## config.mk

```make
export PLATFORM = sky130hd
export DESIGN_NAME = jesd_sync_link_init
export DESIGN_NICKNAME = d
export VERILOG_FILES = /design/src/jesd_sync_pkg.sv /design/src/sync_req_if.sv /design/src/sync_pin_conditioner.sv /design/src/jesd_sync_link_init.sv
export VERILOG_INCLUDE_DIRS = /design/src /design/src/src
export SDC_FILE = /design/constraint.sdc
export NUM_CORES = 1
export LEC_CHECK = 0
export BUFFER_PORTS_ARGS = -buffer_cell sky130_fd_sc_hd__buf_4
export CAP_MARGIN = 20
export CORE_MARGIN = 2
export CORE_UTILIZATION = 51
export CTS_BUF_LIST = sky130_fd_sc_hd__clkbuf_8
export DETAILED_ROUTE_END_ITERATION = 12
export HOLD_SLACK_MARGIN = 0.02
export PLACE_DENSITY = 0.81
export SLEW_MARGIN = 0
export SYNTH_ARGS = -nofsm -noshare
export SYNTH_HDL_FRONTEND = slang
export SYNTH_SLANG_ARGS = --single-unit
export TNS_END_PERCENT = 30
```

## constraint.sdc

```tcl
create_clock -name core_clk -period 1.7 [get_ports core_clk]
set_input_delay 0.085 -clock core_clk [delete_from_list [all_inputs] [get_ports core_clk]]
set_output_delay 0.085 -clock core_clk [all_outputs]
set_load 0.005 [all_outputs]
```

## src/jesd_sync_params.svh

```systemverilog
`ifndef JESD_SYNC_PARAMS_SVH
`define JESD_SYNC_PARAMS_SVH

// ----------------------------------------------------------------------
// Link geometry.
// ----------------------------------------------------------------------
`define NUM_LANES 16
`define LMFC_CYCLES 5'd31
`define LMFC_W 5
`define ILAS_MULTIFRAMES 2'd3
`define ILAS_CNT_W 2

// ----------------------------------------------------------------------
// Sync source select encodings and idle levels.
// ----------------------------------------------------------------------
`define SYNC_SEL_SINGLE_ENDED 1'b0
`define SYNC_SEL_TIMESTAMP 1'b1
`define SYNC_IDLE_LEVEL 1'b1
`define READ_PIN_IDLE_LEVEL 1'b0

`endif

```

## src/jesd_sync_pkg.sv

```systemverilog
package jesd_sync_pkg;

  // Link initialization phases seen by the lanes.
  typedef enum logic [2:0] {
    LS_IDLE,
    LS_CGS,
    LS_ILAS_WAIT,
    LS_ILAS,
    LS_DATA,
    LS_RUN64
  } linkState_t;

endpackage

```

## src/sync_req_if.sv

```systemverilog
`timescale 1ns/100ps

// Conditioned sync and reference events, all on core_clk.
interface sync_req_if;
  logic syncReqN;
  logic syncRise;
  logic syncFall;
  logic sysrefRise;

  modport src (
    output syncReqN,
    output syncRise,
    output syncFall,
    output sysrefRise
  );

  modport dst (
    input syncReqN,
    input syncRise,
    input syncFall,
    input sysrefRise
  );
endinterface

```

## src/sync_pin_conditioner.sv

```systemverilog
`timescale 1ns/100ps
`include "jesd_sync_params.svh"

module sync_pin_conditioner (
  // Clock and reset.
  input wire logic core_clk,
  input wire logic nrst,
  // Raw pins, asynchronous to core_clk.
  input wire logic singleEndedSyncPinN,
  input wire logic timestampDiffPair,
  input wire logic sysrefPin,
  // Static configuration.
  input wire logic syncSourceSelect,
  input wire logic timestampReceiverEnable,
  // Conditioned events.
  sync_req_if.src req
);

  logic [2:0] pinMeta_r;
  logic [2:0] pinSync_r;
  logic sysrefDly_r;
  logic tsLevel;
  logic syncSel_nxt;

  // ----------------------------------------------------------------------
  // Two-stage synchronisers; only the second stage feeds logic.
  // ----------------------------------------------------------------------
  always_ff @(posedge core_clk or negedge nrst) begin
    if (!nrst) begin
      // The reference stage resets to its idle low level, so reset release gives no false edge.
      pinMeta_r <= 3'h3;
      pinSync_r <= 3'h3;
    end else begin
      pinMeta_r <= {sysrefPin, timestampDiffPair, singleEndedSyncPinN};
      pinSync_r <= pinMeta_r;
    end
  end

  // A disabled timestamp receiver reads as the idle high level, so it can never request.
  assign tsLevel = timestampReceiverEnable ? pinSync_r[1] : `SYNC_IDLE_LEVEL; // RULE_09

  // Both sources are active low, so the pair feeds the request without inversion.
  assign syncSel_nxt = (syncSourceSelect == `SYNC_SEL_TIMESTAMP) ? tsLevel // RULE_06 RULE_08
                                                                 : pinSync_r[0]; // RULE_02

  // ----------------------------------------------------------------------
  // Registered request level and its edges.
  // ----------------------------------------------------------------------
  always_ff @(posedge core_clk or negedge nrst) begin
    if (!nrst) begin
      req.syncReqN <= `SYNC_IDLE_LEVEL;
      req.syncRise <= 1'b0;
      req.syncFall <= 1'b0;
    end else begin
      req.syncReqN <= syncSel_nxt;
      req.syncRise <= syncSel_nxt & ~req.syncReqN;
      req.syncFall <= ~syncSel_nxt & req.syncReqN;
    end
  end

  // Reference edge detect; one pulse per rising edge of the reference.
  always_ff @(posedge core_clk or negedge nrst) begin
    if (!nrst) begin
      sysrefDly_r <= 1'b0;
      req.sysrefRise <= 1'b0;
    end else begin
      sysrefDly_r <= pinSync_r[2];
      req.sysrefRise <= pinSync_r[2] & ~sysrefDly_r; // RULE_07
    end
  end
endmodule

```

## src/jesd_sync_link_init.sv

```systemverilog
`timescale 1ns/100ps
`include "jesd_sync_params.svh"

// What this block does
// RULE_01 - Data output pin is driven only while a serial register read runs.
// RULE_02 - Select 0 in 8b/10b uses the active-low single-ended pin as request.
// RULE_03 - 64b/66b ignores sync for link start; sync may pulse oscillator alignment.
// RULE_04 - Sync low in 8b/10b starts code group synchronisation on the lanes.
// RULE_05 - Receiver raises sync after synchronisation; the rise starts lane alignment.
// RULE_06 - Select 1 takes sync from the differential timestamp pair instead.
// RULE_07 - Reference input aligns the multiframe timing for deterministic latency.
// RULE_08 - Sync on the timestamp pair is active low, like the single-ended pin.
// RULE_09 - Timestamp pair is ignored unless its receiver enable is set.
// RULE_10 - While sync stays low, enabled lanes send sync characters and no samples.
module jesd_sync_link_init (
  // Clock and reset.
  input wire logic core_clk,
  input wire logic nrst,
  // Link pins, asynchronous to core_clk.
  input wire logic singleEndedSyncPinN,
  input wire logic timestampDiffPair,
  input wire logic sysrefPin,
  // Static configuration.
  input wire logic syncSourceSelect,
  input wire logic timestampReceiverEnable,
  input wire logic mode64b66b,
  input wire logic [`NUM_LANES-1:0] laneEnable,
  // Serial interface read path.
  input wire logic spiReadActive,
  input wire logic spiReadBit,
  output logic spiReadDataPinOut,
  output logic spiReadDataPinOe,
  // Lane control.
  output logic [`NUM_LANES-1:0] laneSendCgs,
  output logic [`NUM_LANES-1:0] laneSendIlas,
  output logic [`NUM_LANES-1:0] laneSendData,
  output jesd_sync_pkg::linkState_t linkState,
  // Timing events.
  output logic lmfcTick,
  output logic ncoSyncPulse
);
  import jesd_sync_pkg::*;

  sync_req_if syncIf ();

  linkState_t linkState_r;
  logic [`LMFC_W-1:0] lmfcCnt_r;
  logic [`ILAS_CNT_W-1:0] ilasCnt_r;
  logic lmfcLast;

  // Lanes carry samples in the data phase of either encoding.
  function automatic logic sendsData(input linkState_t s);
    return (s == LS_DATA) || (s == LS_RUN64);
  endfunction

  // Alignment characters go out while waiting for and during the alignment phase.
  function automatic logic sendsIlas(input linkState_t s);
    return (s == LS_ILAS_WAIT) || (s == LS_ILAS);
  endfunction

  // ----------------------------------------------------------------------
  // Pin conditioning and source selection.
  // ----------------------------------------------------------------------
  sync_pin_conditioner conditioner (
    .core_clk(core_clk),
    .nrst(nrst),
    .singleEndedSyncPinN(singleEndedSyncPinN),
    .timestampDiffPair(timestampDiffPair),
    .sysrefPin(sysrefPin),
    .syncSourceSelect(syncSourceSelect),
    .timestampReceiverEnable(timestampReceiverEnable),
    .req(syncIf.src)
  );

  // ----------------------------------------------------------------------
  // Multiframe timing.
  // ----------------------------------------------------------------------
  assign lmfcLast = (lmfcCnt_r == `LMFC_CYCLES);

  // The reference edge restarts the multiframe count, so every device that shares the
  // reference puts its boundaries on the same edge.
  always_ff @(posedge core_clk or negedge nrst) begin
    if (!nrst) begin
      lmfcCnt_r <= '0;
    end else if (syncIf.sysrefRise) begin
      lmfcCnt_r <= '0; // RULE_07
    end else if (lmfcLast) begin
      lmfcCnt_r <= '0;
    end else begin
      lmfcCnt_r <= lmfcCnt_r + `LMFC_W'(1);
    end
  end

  // Boundary marker is high in the cycle in which the count stands at zero.
  always_ff @(posedge core_clk or negedge nrst) begin
    if (!nrst) begin
      lmfcTick <= 1'b0;
    end else begin
      lmfcTick <= syncIf.sysrefRise | lmfcLast; // RULE_07
    end
  end

  // ----------------------------------------------------------------------
  // Link initialization sequence.
  // ----------------------------------------------------------------------
  // Sync low always wins and restarts synchronisation, so a receiver that loses lock
  // can pull the link back from any phase; the 64b/66b mode overrides it entirely.
  always_ff @(posedge core_clk or negedge nrst) begin
    if (!nrst) begin
      linkState_r <= LS_IDLE;
    end else if (mode64b66b) begin
      linkState_r <= LS_RUN64; // RULE_03
    end else if (!syncIf.syncReqN) begin
      linkState_r <= LS_CGS; // RULE_04
    end else begin
      case (linkState_r)
        LS_CGS: begin
          if (syncIf.syncRise) begin
            linkState_r <= LS_ILAS_WAIT; // RULE_05
          end
        end
        LS_ILAS_WAIT: begin
          if (lmfcLast) begin
            linkState_r <= LS_ILAS;
          end
        end
        LS_ILAS: begin
          if (lmfcLast && (ilasCnt_r == `ILAS_MULTIFRAMES)) begin
            linkState_r <= LS_DATA;
          end
        end
        LS_DATA: begin
          linkState_r <= LS_DATA;
        end
        LS_RUN64: begin
          linkState_r <= LS_IDLE;
        end
        default: begin
          linkState_r <= LS_IDLE;
        end
      endcase
    end
  end

  // Counts the multiframes of the alignment sequence.
  always_ff @(posedge core_clk or negedge nrst) begin
    if (!nrst) begin
      ilasCnt_r <= '0;
    end else if (linkState_r != LS_ILAS) begin
      ilasCnt_r <= '0;
    end else if (lmfcLast) begin
      ilasCnt_r <= ilasCnt_r + `ILAS_CNT_W'(1);
    end
  end

  assign linkState = linkState_r;

  // In 64b/66b the falling sync edge only aligns the oscillators.
  always_ff @(posedge core_clk or negedge nrst) begin
    if (!nrst) begin
      ncoSyncPulse <= 1'b0;
    end else begin
      ncoSyncPulse <= mode64b66b & syncIf.syncFall; // RULE_03
    end
  end

  // ----------------------------------------------------------------------
  // Per-lane content selection.
  // ----------------------------------------------------------------------
  for (genvar lane = 0; lane < `NUM_LANES; lane++) begin : gLane
    always_ff @(posedge core_clk or negedge nrst) begin
      if (!nrst) begin
        laneSendCgs[lane] <= 1'b0;
        laneSendIlas[lane] <= 1'b0;
        laneSendData[lane] <= 1'b0;
      end else begin
        laneSendCgs[lane] <= laneEnable[lane] & (linkState_r == LS_CGS); // RULE_10
        laneSendIlas[lane] <= laneEnable[lane] & sendsIlas(linkState_r);
        laneSendData[lane] <= laneEnable[lane] & sendsData(linkState_r);
      end
    end
  end

  // ----------------------------------------------------------------------
  // Serial interface data output.
  // ----------------------------------------------------------------------
  // The pin is released outside reads so it can share a line with other devices.
  always_ff @(posedge core_clk or negedge nrst) begin
    if (!nrst) begin
      spiReadDataPinOe <= 1'b0;
      spiReadDataPinOut <= `READ_PIN_IDLE_LEVEL;
    end else begin
      spiReadDataPinOe <= spiReadActive; // RULE_01
      spiReadDataPinOut <= spiReadActive ? spiReadBit : `READ_PIN_IDLE_LEVEL;
    end
  end
endmodule

```

==> results of run 1 <==
power groups by stage:
stage	sequential [mW]	combinational [mW]	clock, mW
2_1_floorplan	1.95	0.131	0
3_3_place_gp	1.95	0.364	0
3_5_place_dp	1.95	0.376	0
4_1_cts	1.92	0.419	1.29
5_1_grt	1.93	0.458	1.36
6_report	1.92	0.412	1.27
cells by family (layout without fill, tap and decap cells):
kind of cell,count (synthesis),count (layout)
buffers and inverters,7,124
AND/OR/NAND/NOR,73,73
AO/OA/AOI/OAI,5,5
adder cells (fa/ha/maj),3,3
flip-flops,73,73
XOR/XNOR,3,3
multiplexers,2,2
how the worst max path moves through the flow:
stage | startpoint | slack (ns) | end
2_1_floorplan | lmfcCnt_r[0]$_DFF_PN0_ | 0.15 | lmfcCnt_r[2]$_DFF_PN0_
3_3_place_gp | lmfcCnt_r[0]$_DFF_PN0_ | 0.17 | lmfcCnt_r[3]$_DFF_PN0_
3_5_place_dp | lmfcCnt_r[0]$_DFF_PN0_ | 0.12 | lmfcCnt_r[2]$_DFF_PN0_
4_1_cts | lmfcCnt_r[0]$_DFF_PN0_ | 0.10 | linkState[1]$_DFFE_PN0P_
5_1_grt | lmfcCnt_r[0]$_DFF_PN0_ | 0.005 | lmfcCnt_r[2]$_DFF_PN0_
6_report | lmfcCnt_r[0]$_DFF_PN0_ | 0.11 | linkState[1]$_DFFE_PN0P_
critical path, stage by stage, from the launching register on:
cell	delay, ns
dfrtp_1	0.40
ha_1	0.23
and3_1	0.19
ha_1	0.25
nand3_1	0.14
mux2i_1	0.09
nor3b_1	0.20
cell type report:
class,count,area [um2],area share
Inverter,3,11.26,0.003187
Sequential cell,73,1833,0.5188
Clock buffer,13,178.9,0.05064
Multi-Input combinational cell,86,570.5,0.1615
Timing Repair Buffer,105,858.3,0.2429
Tap cell,54,67.56,0.01912
Clock inverter,3,13.76,0.003895
sequential cells by signal, summed over array words and instances (netlist names):
name	flops
conditioner.pinMeta_r	3
conditioner.pinSync_r	3
conditioner.req.syncFall	1
conditioner.req.syncReqN	1
conditioner.req.syncRise	1
conditioner.req.sysrefRise	1
conditioner.sysrefDly_r	1
ilasCnt_r	2
laneSendCgs	16
laneSendData	16
laneSendIlas	16
linkState	3
lmfcCnt_r	5
lmfcTick	1
ncoSyncPulse	1
spiReadDataPinOe	1
spiReadDataPinOut	1
cell usage in the layout (no fill, tap or decap), drive strengths merged:
cell type / count
o21ai: 2
dfrtp: 68
a31oi: 1
xor2: 1
or2: 1
clkbuf: 13
nand3b: 2
dlygate4sd3: 23
and2b: 1
nor2: 6
a21oi: 1
clkinv: 2
inv: 4
buf: 82
and3: 1
nor3b: 2
o211ai: 1
dfstp: 5
mux2i: 2
xnor2: 2
nand3: 3
ha: 3
and2: 51
nand2: 1
nor2b: 4
nand2b: 1
routing by layer:
layer,GRT usage,routed length (um),vias to the layer above
met2,0.3143,2477,48
met5,0,0,-
li1,-,-,742
met4,0.06584,28,0
met3,0.09116,339,4
met1,0.2357,2012,767
stage by stage:
step	instance area, um2	hold WS [ns]
after global routing	3533	0.1511
after CTS	3533	0.09072
after floorplan	2439	-0.2106
final	3533	0.09343
after detailed placement	3110	0.05004
after global placement	3110	0.04467
timing repair:
| action | CTS | global route |
|---|---|---|
| endpoints found under the hold margin | 87 | 0 |
| buffers inserted | 0 | 0 |
| hold buffers | 23 | 0 |
| resized for setup | 0 | 0 |
==> impl_metrics.yaml, run 1 <==
sta:
  worstMarginPinSlew_ns: 0.6221
  post-route-min-period_ns: 1.592
  timing.fmax_ghz: 0.6283
  fin_crit_sh: 0.9363
  finalWorstSetupSlack_ns: 0.1083
  fin_skew_ns: 0.005810
  rsz0062_at_grt: "no"
  slew_headroom: 0.5834
  hold_viol_final: 0
  setup-tns-final_ns: 0
  slew_viol_final: 0
  setup_violations: 0
logic_synthesis:
  ys_seq_area_frac: 0.7517
  syn_inst: 166
  yosys.cell_count.top_type: "dfrtp_1"
  synth_top_area_share: 0.6978
  yosys_register_bits: 73
  synth.distinct_cells: 27
  synthAdderAreaFrac: 0.01539
  synthMuxAreaShare: 0.008209
  ys_top_cells_by_count: "68 x dfrtp_1, 51 x and2_1, 6 x nor2_1"
  synth-main-ff-cell: "dfrtp_1"
  yosys-top-cells-area: "dfrtp_1 70%, and2_1 13%, dfstp_2 5.4%, ha_1 1.5%, nor2_1 0.92%"
  synthXorXnorAreaFrac: 0.01077
  synthArstFlopShare: 1.000
  synth_top_family_by_area: "simple AND/OR/NAND/NOR gates"
  yosysWarnings: 0
  synth-simple-area-share: 0.1878
  syn_area_mm2: 0.002439
  synth_edf_count: 0
  yosys.area.top_type: "dfrtp_1"
  syn_area_per_cell_um2: 14.69
  synth_nets: 195
  synth_compound_area_frac: 0.01180
worst_setup_path:
  required_ns: 1.94
  r2r_slack_ns: 0.11
  critPathMaxFanout: 6
  r2r_end: "linkState[1]$_DFFE_PN0P_"
  critPathKind: "flip-flop to flip-flop"
  start_kind: "flip-flop"
  end_kind: "flip-flop"
  worstPathArrival_ns: 1.83
  reg2reg_depth: 6
  worst_r2r_startpoint: "lmfcCnt_r[0]$_DFF_PN0_"
route:
  drcViolationCount: 0
  wirelength_mm: 4.858
  drtIter0Drc: 74
  dr.pass1.iters: 4
  viasPerCell: 4.632
  via_count: 1561
  antenna_left: 0
  wl_per_cell_um: 14.42
clock_network:
  clk_transition_reported_paths_ns: 0.07
  numCtsBuffers: 9
  cts_tree: "done"
  h-tree-depth: 3
  worstSkewPairLatency_ns: 0.33
  cts_root_buf: "clkbuf_8"
  cts.sink_count: 73
  clockBufferDepth: 2
cells_and_area:
  antennaDiodeCount: 0
  syn_to_final_growth_pct: 44.89
  fin_cells: 337
  drive_gt1_frac: 0.3746
  post-route-util: 0.7581
  fillers: 283
  fin_nets: 307
status:
  status: "finished, final reports clean"
pwr:
  p_sw_uw: 823.2
  p_leak_nw: 1.827
  irDropWorstVdd_mv: 0.6263
  comb_power_share: 0.114
  pwr-share-clk: 0.353
  power.density_mw_per_mm2: 1021
  power_frac_seq: 0.532
  netSwitchingFraction: 0.2283
  intPower_mw: 2.783
  total_power_mw: 3.606
hold_path:
  hold_end: "conditioner.req.syncReqN$_DFF_PN1_"
  holdPathStages: 3
  hp-class: "primary input to flip-flop"
  hp-start: "syncSourceSelect"
die:
  core_area_mm2: 0.004661
  fp.dieW_um: 73.15
  rows: 25
  dieArea_mm2: 0.005351
  pin_count: 81
  die_h_um: 73.15
  initial_utilization: 0.5232
global_route:
  first_global_vias: 1547
  grt_overflow: 0
  grt_usage: 0.1964
  antenna_found_initial: 0
  grt_max_degree: 42
  grt_pass1_wl_mm: 7.500
flow_run:
  max_cap_violations: 0
place:
  gp_routability_congestion: 0.7814
  placed_cells: 298
  portBuffers: 80
  dpl_worst_slack_ns: 0.1168
  hpwl_mm: 3.010
(Power assumes the default switching activity.)
==> inputs of run 2 (changes only) <==
==> constraint.sdc (replaced) <==
create_clock -name core_clk -period 1.7 [get_ports core_clk]
set_input_delay 0.51 -clock core_clk [delete_from_list [all_inputs] [get_ports core_clk]]
set_output_delay 0.51 -clock core_clk [all_outputs]
set_load 0.005 [all_outputs]
==> run 2 against run 1 <==
Net effect: clock power increased by 10%; via count decreased by 7.2%; largest power group unchanged; combinational power decreased by 9.7%; design area decreased by 5.3%; critical endpoint is now lmfcCnt_r[3]$_DFF_PN0_; sequential power about the same; die area unchanged; sequential share of layout area increased by 2.9 points; fmax decreased by 0.16%; register-to-register slack about the same; cell count decreased by 6.5%.
==> impl_metrics.yaml, run 2 (synthesis results as in run 1) <==
die:
  initial_utilization: 0.5232
  die_h_um: 73.15
  core_area_mm2: 0.004661
  fp.dieW_um: 73.15
  dieArea_mm2: 0.005351
  pin_count: 81
  rows: 25
worst_setup_path:
  end_kind: "flip-flop"
  cpMostUsedCell: "ha_1"
  start_kind: "flip-flop"
  cpPeakStageDelay_ns: 0.40
  cp.depth: 5
  r2r_slack_ns: 0.11
  worstPathArrival_ns: 1.87
  critPathMaxFanout: 6
  critPathKind: "flip-flop to flip-flop"
  cp_cell_sequence: "ha_1 -> and3_1 -> ha_1 -> or2_2 -> nor2_1"
  path_delay_family: "simple AND/OR/NAND/NOR gates"
  crit_slowest_cell: "dfrtp_1"
  reg2reg_depth: 5
  cp_num_buf_inv: 0
  required_ns: 1.97
clock_network:
  numCtsBuffers: 9
  cts.sink_count: 73
  post-cts-setup-buffers: 0
  cts_root_buf: "clkbuf_8"
  ctsHoldBuffers: 0
  clockBufferDepth: 2
  cts_resized: 0
  worstSkewPairLatency_ns: 0.34
  clk_transition_reported_paths_ns: 0.08
  cts_tree: "done"
  h-tree-depth: 3
route:
  drtIter0Drc: 107
  top_layer_used: "met4"
  via_count: 1449
  wl_met1_mm: 1.793
  wl_met2_mm: 2.181
  wl_per_cell_um: 13.99
  wl_met3_um: 360
  antenna_left: 0
  dr.pass1.iters: 4
  drcViolationCount: 0
  wirelength_mm: 4.406
  viasPerCell: 4.600
global_route:
  grt_max_degree: 29
  grt_pass1_wl_mm: 7.044
  grt_overflow: 0
  first_global_vias: 1495
  grt_usage: 0.1822
  antenna_found_initial: 0
cells_and_area:
  fillers: 325
  multiInputGateArea_um2: 570.5
  reg_top3: "laneSendCgs (16), laneSendData (16), laneSendIlas (16)"
  regArea_mm2: 0.001833
  layout_common_cells: "81 x buf_4, 68 x dfrtp_1, 51 x and2_1, 12 x clkbuf_8, 6 x nor2_1"
  fin_nets: 285
  syn_to_final_growth_pct: 37.20
  layout_commonest_cell: "buf_4"
  post-route-util: 0.7179
  drive_gt1_frac: 0.4138
  antennaDiodeCount: 0
sta:
  whs_ns: 0.06641
  worstMarginPinSlew_ns: 0.6362
  slew_viol_final: 0
  fin_skew_ns: 0.008973
  timing.fmax_ghz: 0.6272
  setup-tns-final_ns: 0
  finalWorstSetupSlack_ns: 0.1057
  hold_viol_final: 0
  post-route-min-period_ns: 1.594
  slew_headroom: 0.5740
  fin_crit_sh: 0.9378
  rsz0062_at_grt: "no"
  setup_violations: 0
status:
  status: "finished, final reports clean"
pwr:
  total_power_mw: 3.688
  p_leak_nw: 1.739
  irDropWorstVdd_mv: 1.030
  power.density_mw_per_mm2: 1102
place:
  dpl_worst_slack_ns: 0.1117
  portBuffers: 80
  hpwl_mm: 3.060
  gp_routability_congestion: 0.8047
flow_run:
  max_cap_violations: 0
hold_path:
  hp-class: "primary input to asynchronous set/reset pin"
-- run 2: changes by cell type in the layout (fill, tap and decap cells not counted), sizes merged --
cell	before	now
dlygate4sd3	23	0
clkinvlp	0	2
buf	82	83
bufinv	0	1
clkbuf	13	12
clkinv	2	1
inv	4	3
-- run 2: cell type report --
| cell class | instances | area share |
|---|---|---|
| clock inverters | 4 | 0.01496 |
| repair buffers | 83 | 0.1937 |
| well taps | 54 | 0.02019 |
| clock buffers | 12 | 0.04936 |
| inverters | 3 | 0.003366 |
| flip-flops and latches | 73 | 0.5479 |
| multi-input cells | 86 | 0.1705 |
-- run 2: report_power, final --
part / switching (mW) / total, mW / internal [mW]
sequential: 0.0581 / 1.92 / 1.86
clock: 0.603 / 1.40 / 0.795
combinational: 0.160 / 0.372 / 0.213
-- run 2: stage by stage --
stage                     cells  cell area [um2]
after floorplan             166             2439
after global placement      299             3131
after detailed placement    299             3131
after CTS                   315             3346
after global routing        315             3346
final                       315             3346
-- run 2: path summary, 6_finish.rpt --
check                                                   start                                 end
setup / recovery                       lmfcCnt_r[0]$_DFF_PN0_              lmfcCnt_r[3]$_DFF_PN0_
min in group core_clk                               sysrefPin  conditioner.pinMeta_r[2]$_DFF_PN0_
hold / removal                                           nrst            laneSendCgs[1]$_DFF_PN0_
setup reg to reg                       lmfcCnt_r[0]$_DFF_PN0_              lmfcCnt_r[3]$_DFF_PN0_
max in group asynchronous                                nrst  conditioner.req.syncReqN$_DFF_PN1_
hold reg to reg            conditioner.pinMeta_r[1]$_DFF_PN1_  conditioner.pinSync_r[1]$_DFF_PN1_
-- run 2: routing by layer --
layer	GRT usage	vias up
met1	0.2187	692
met3	0.09392	9
met4	0.06379	0
li1	-	699
met2	0.2833	49
met5	0	-
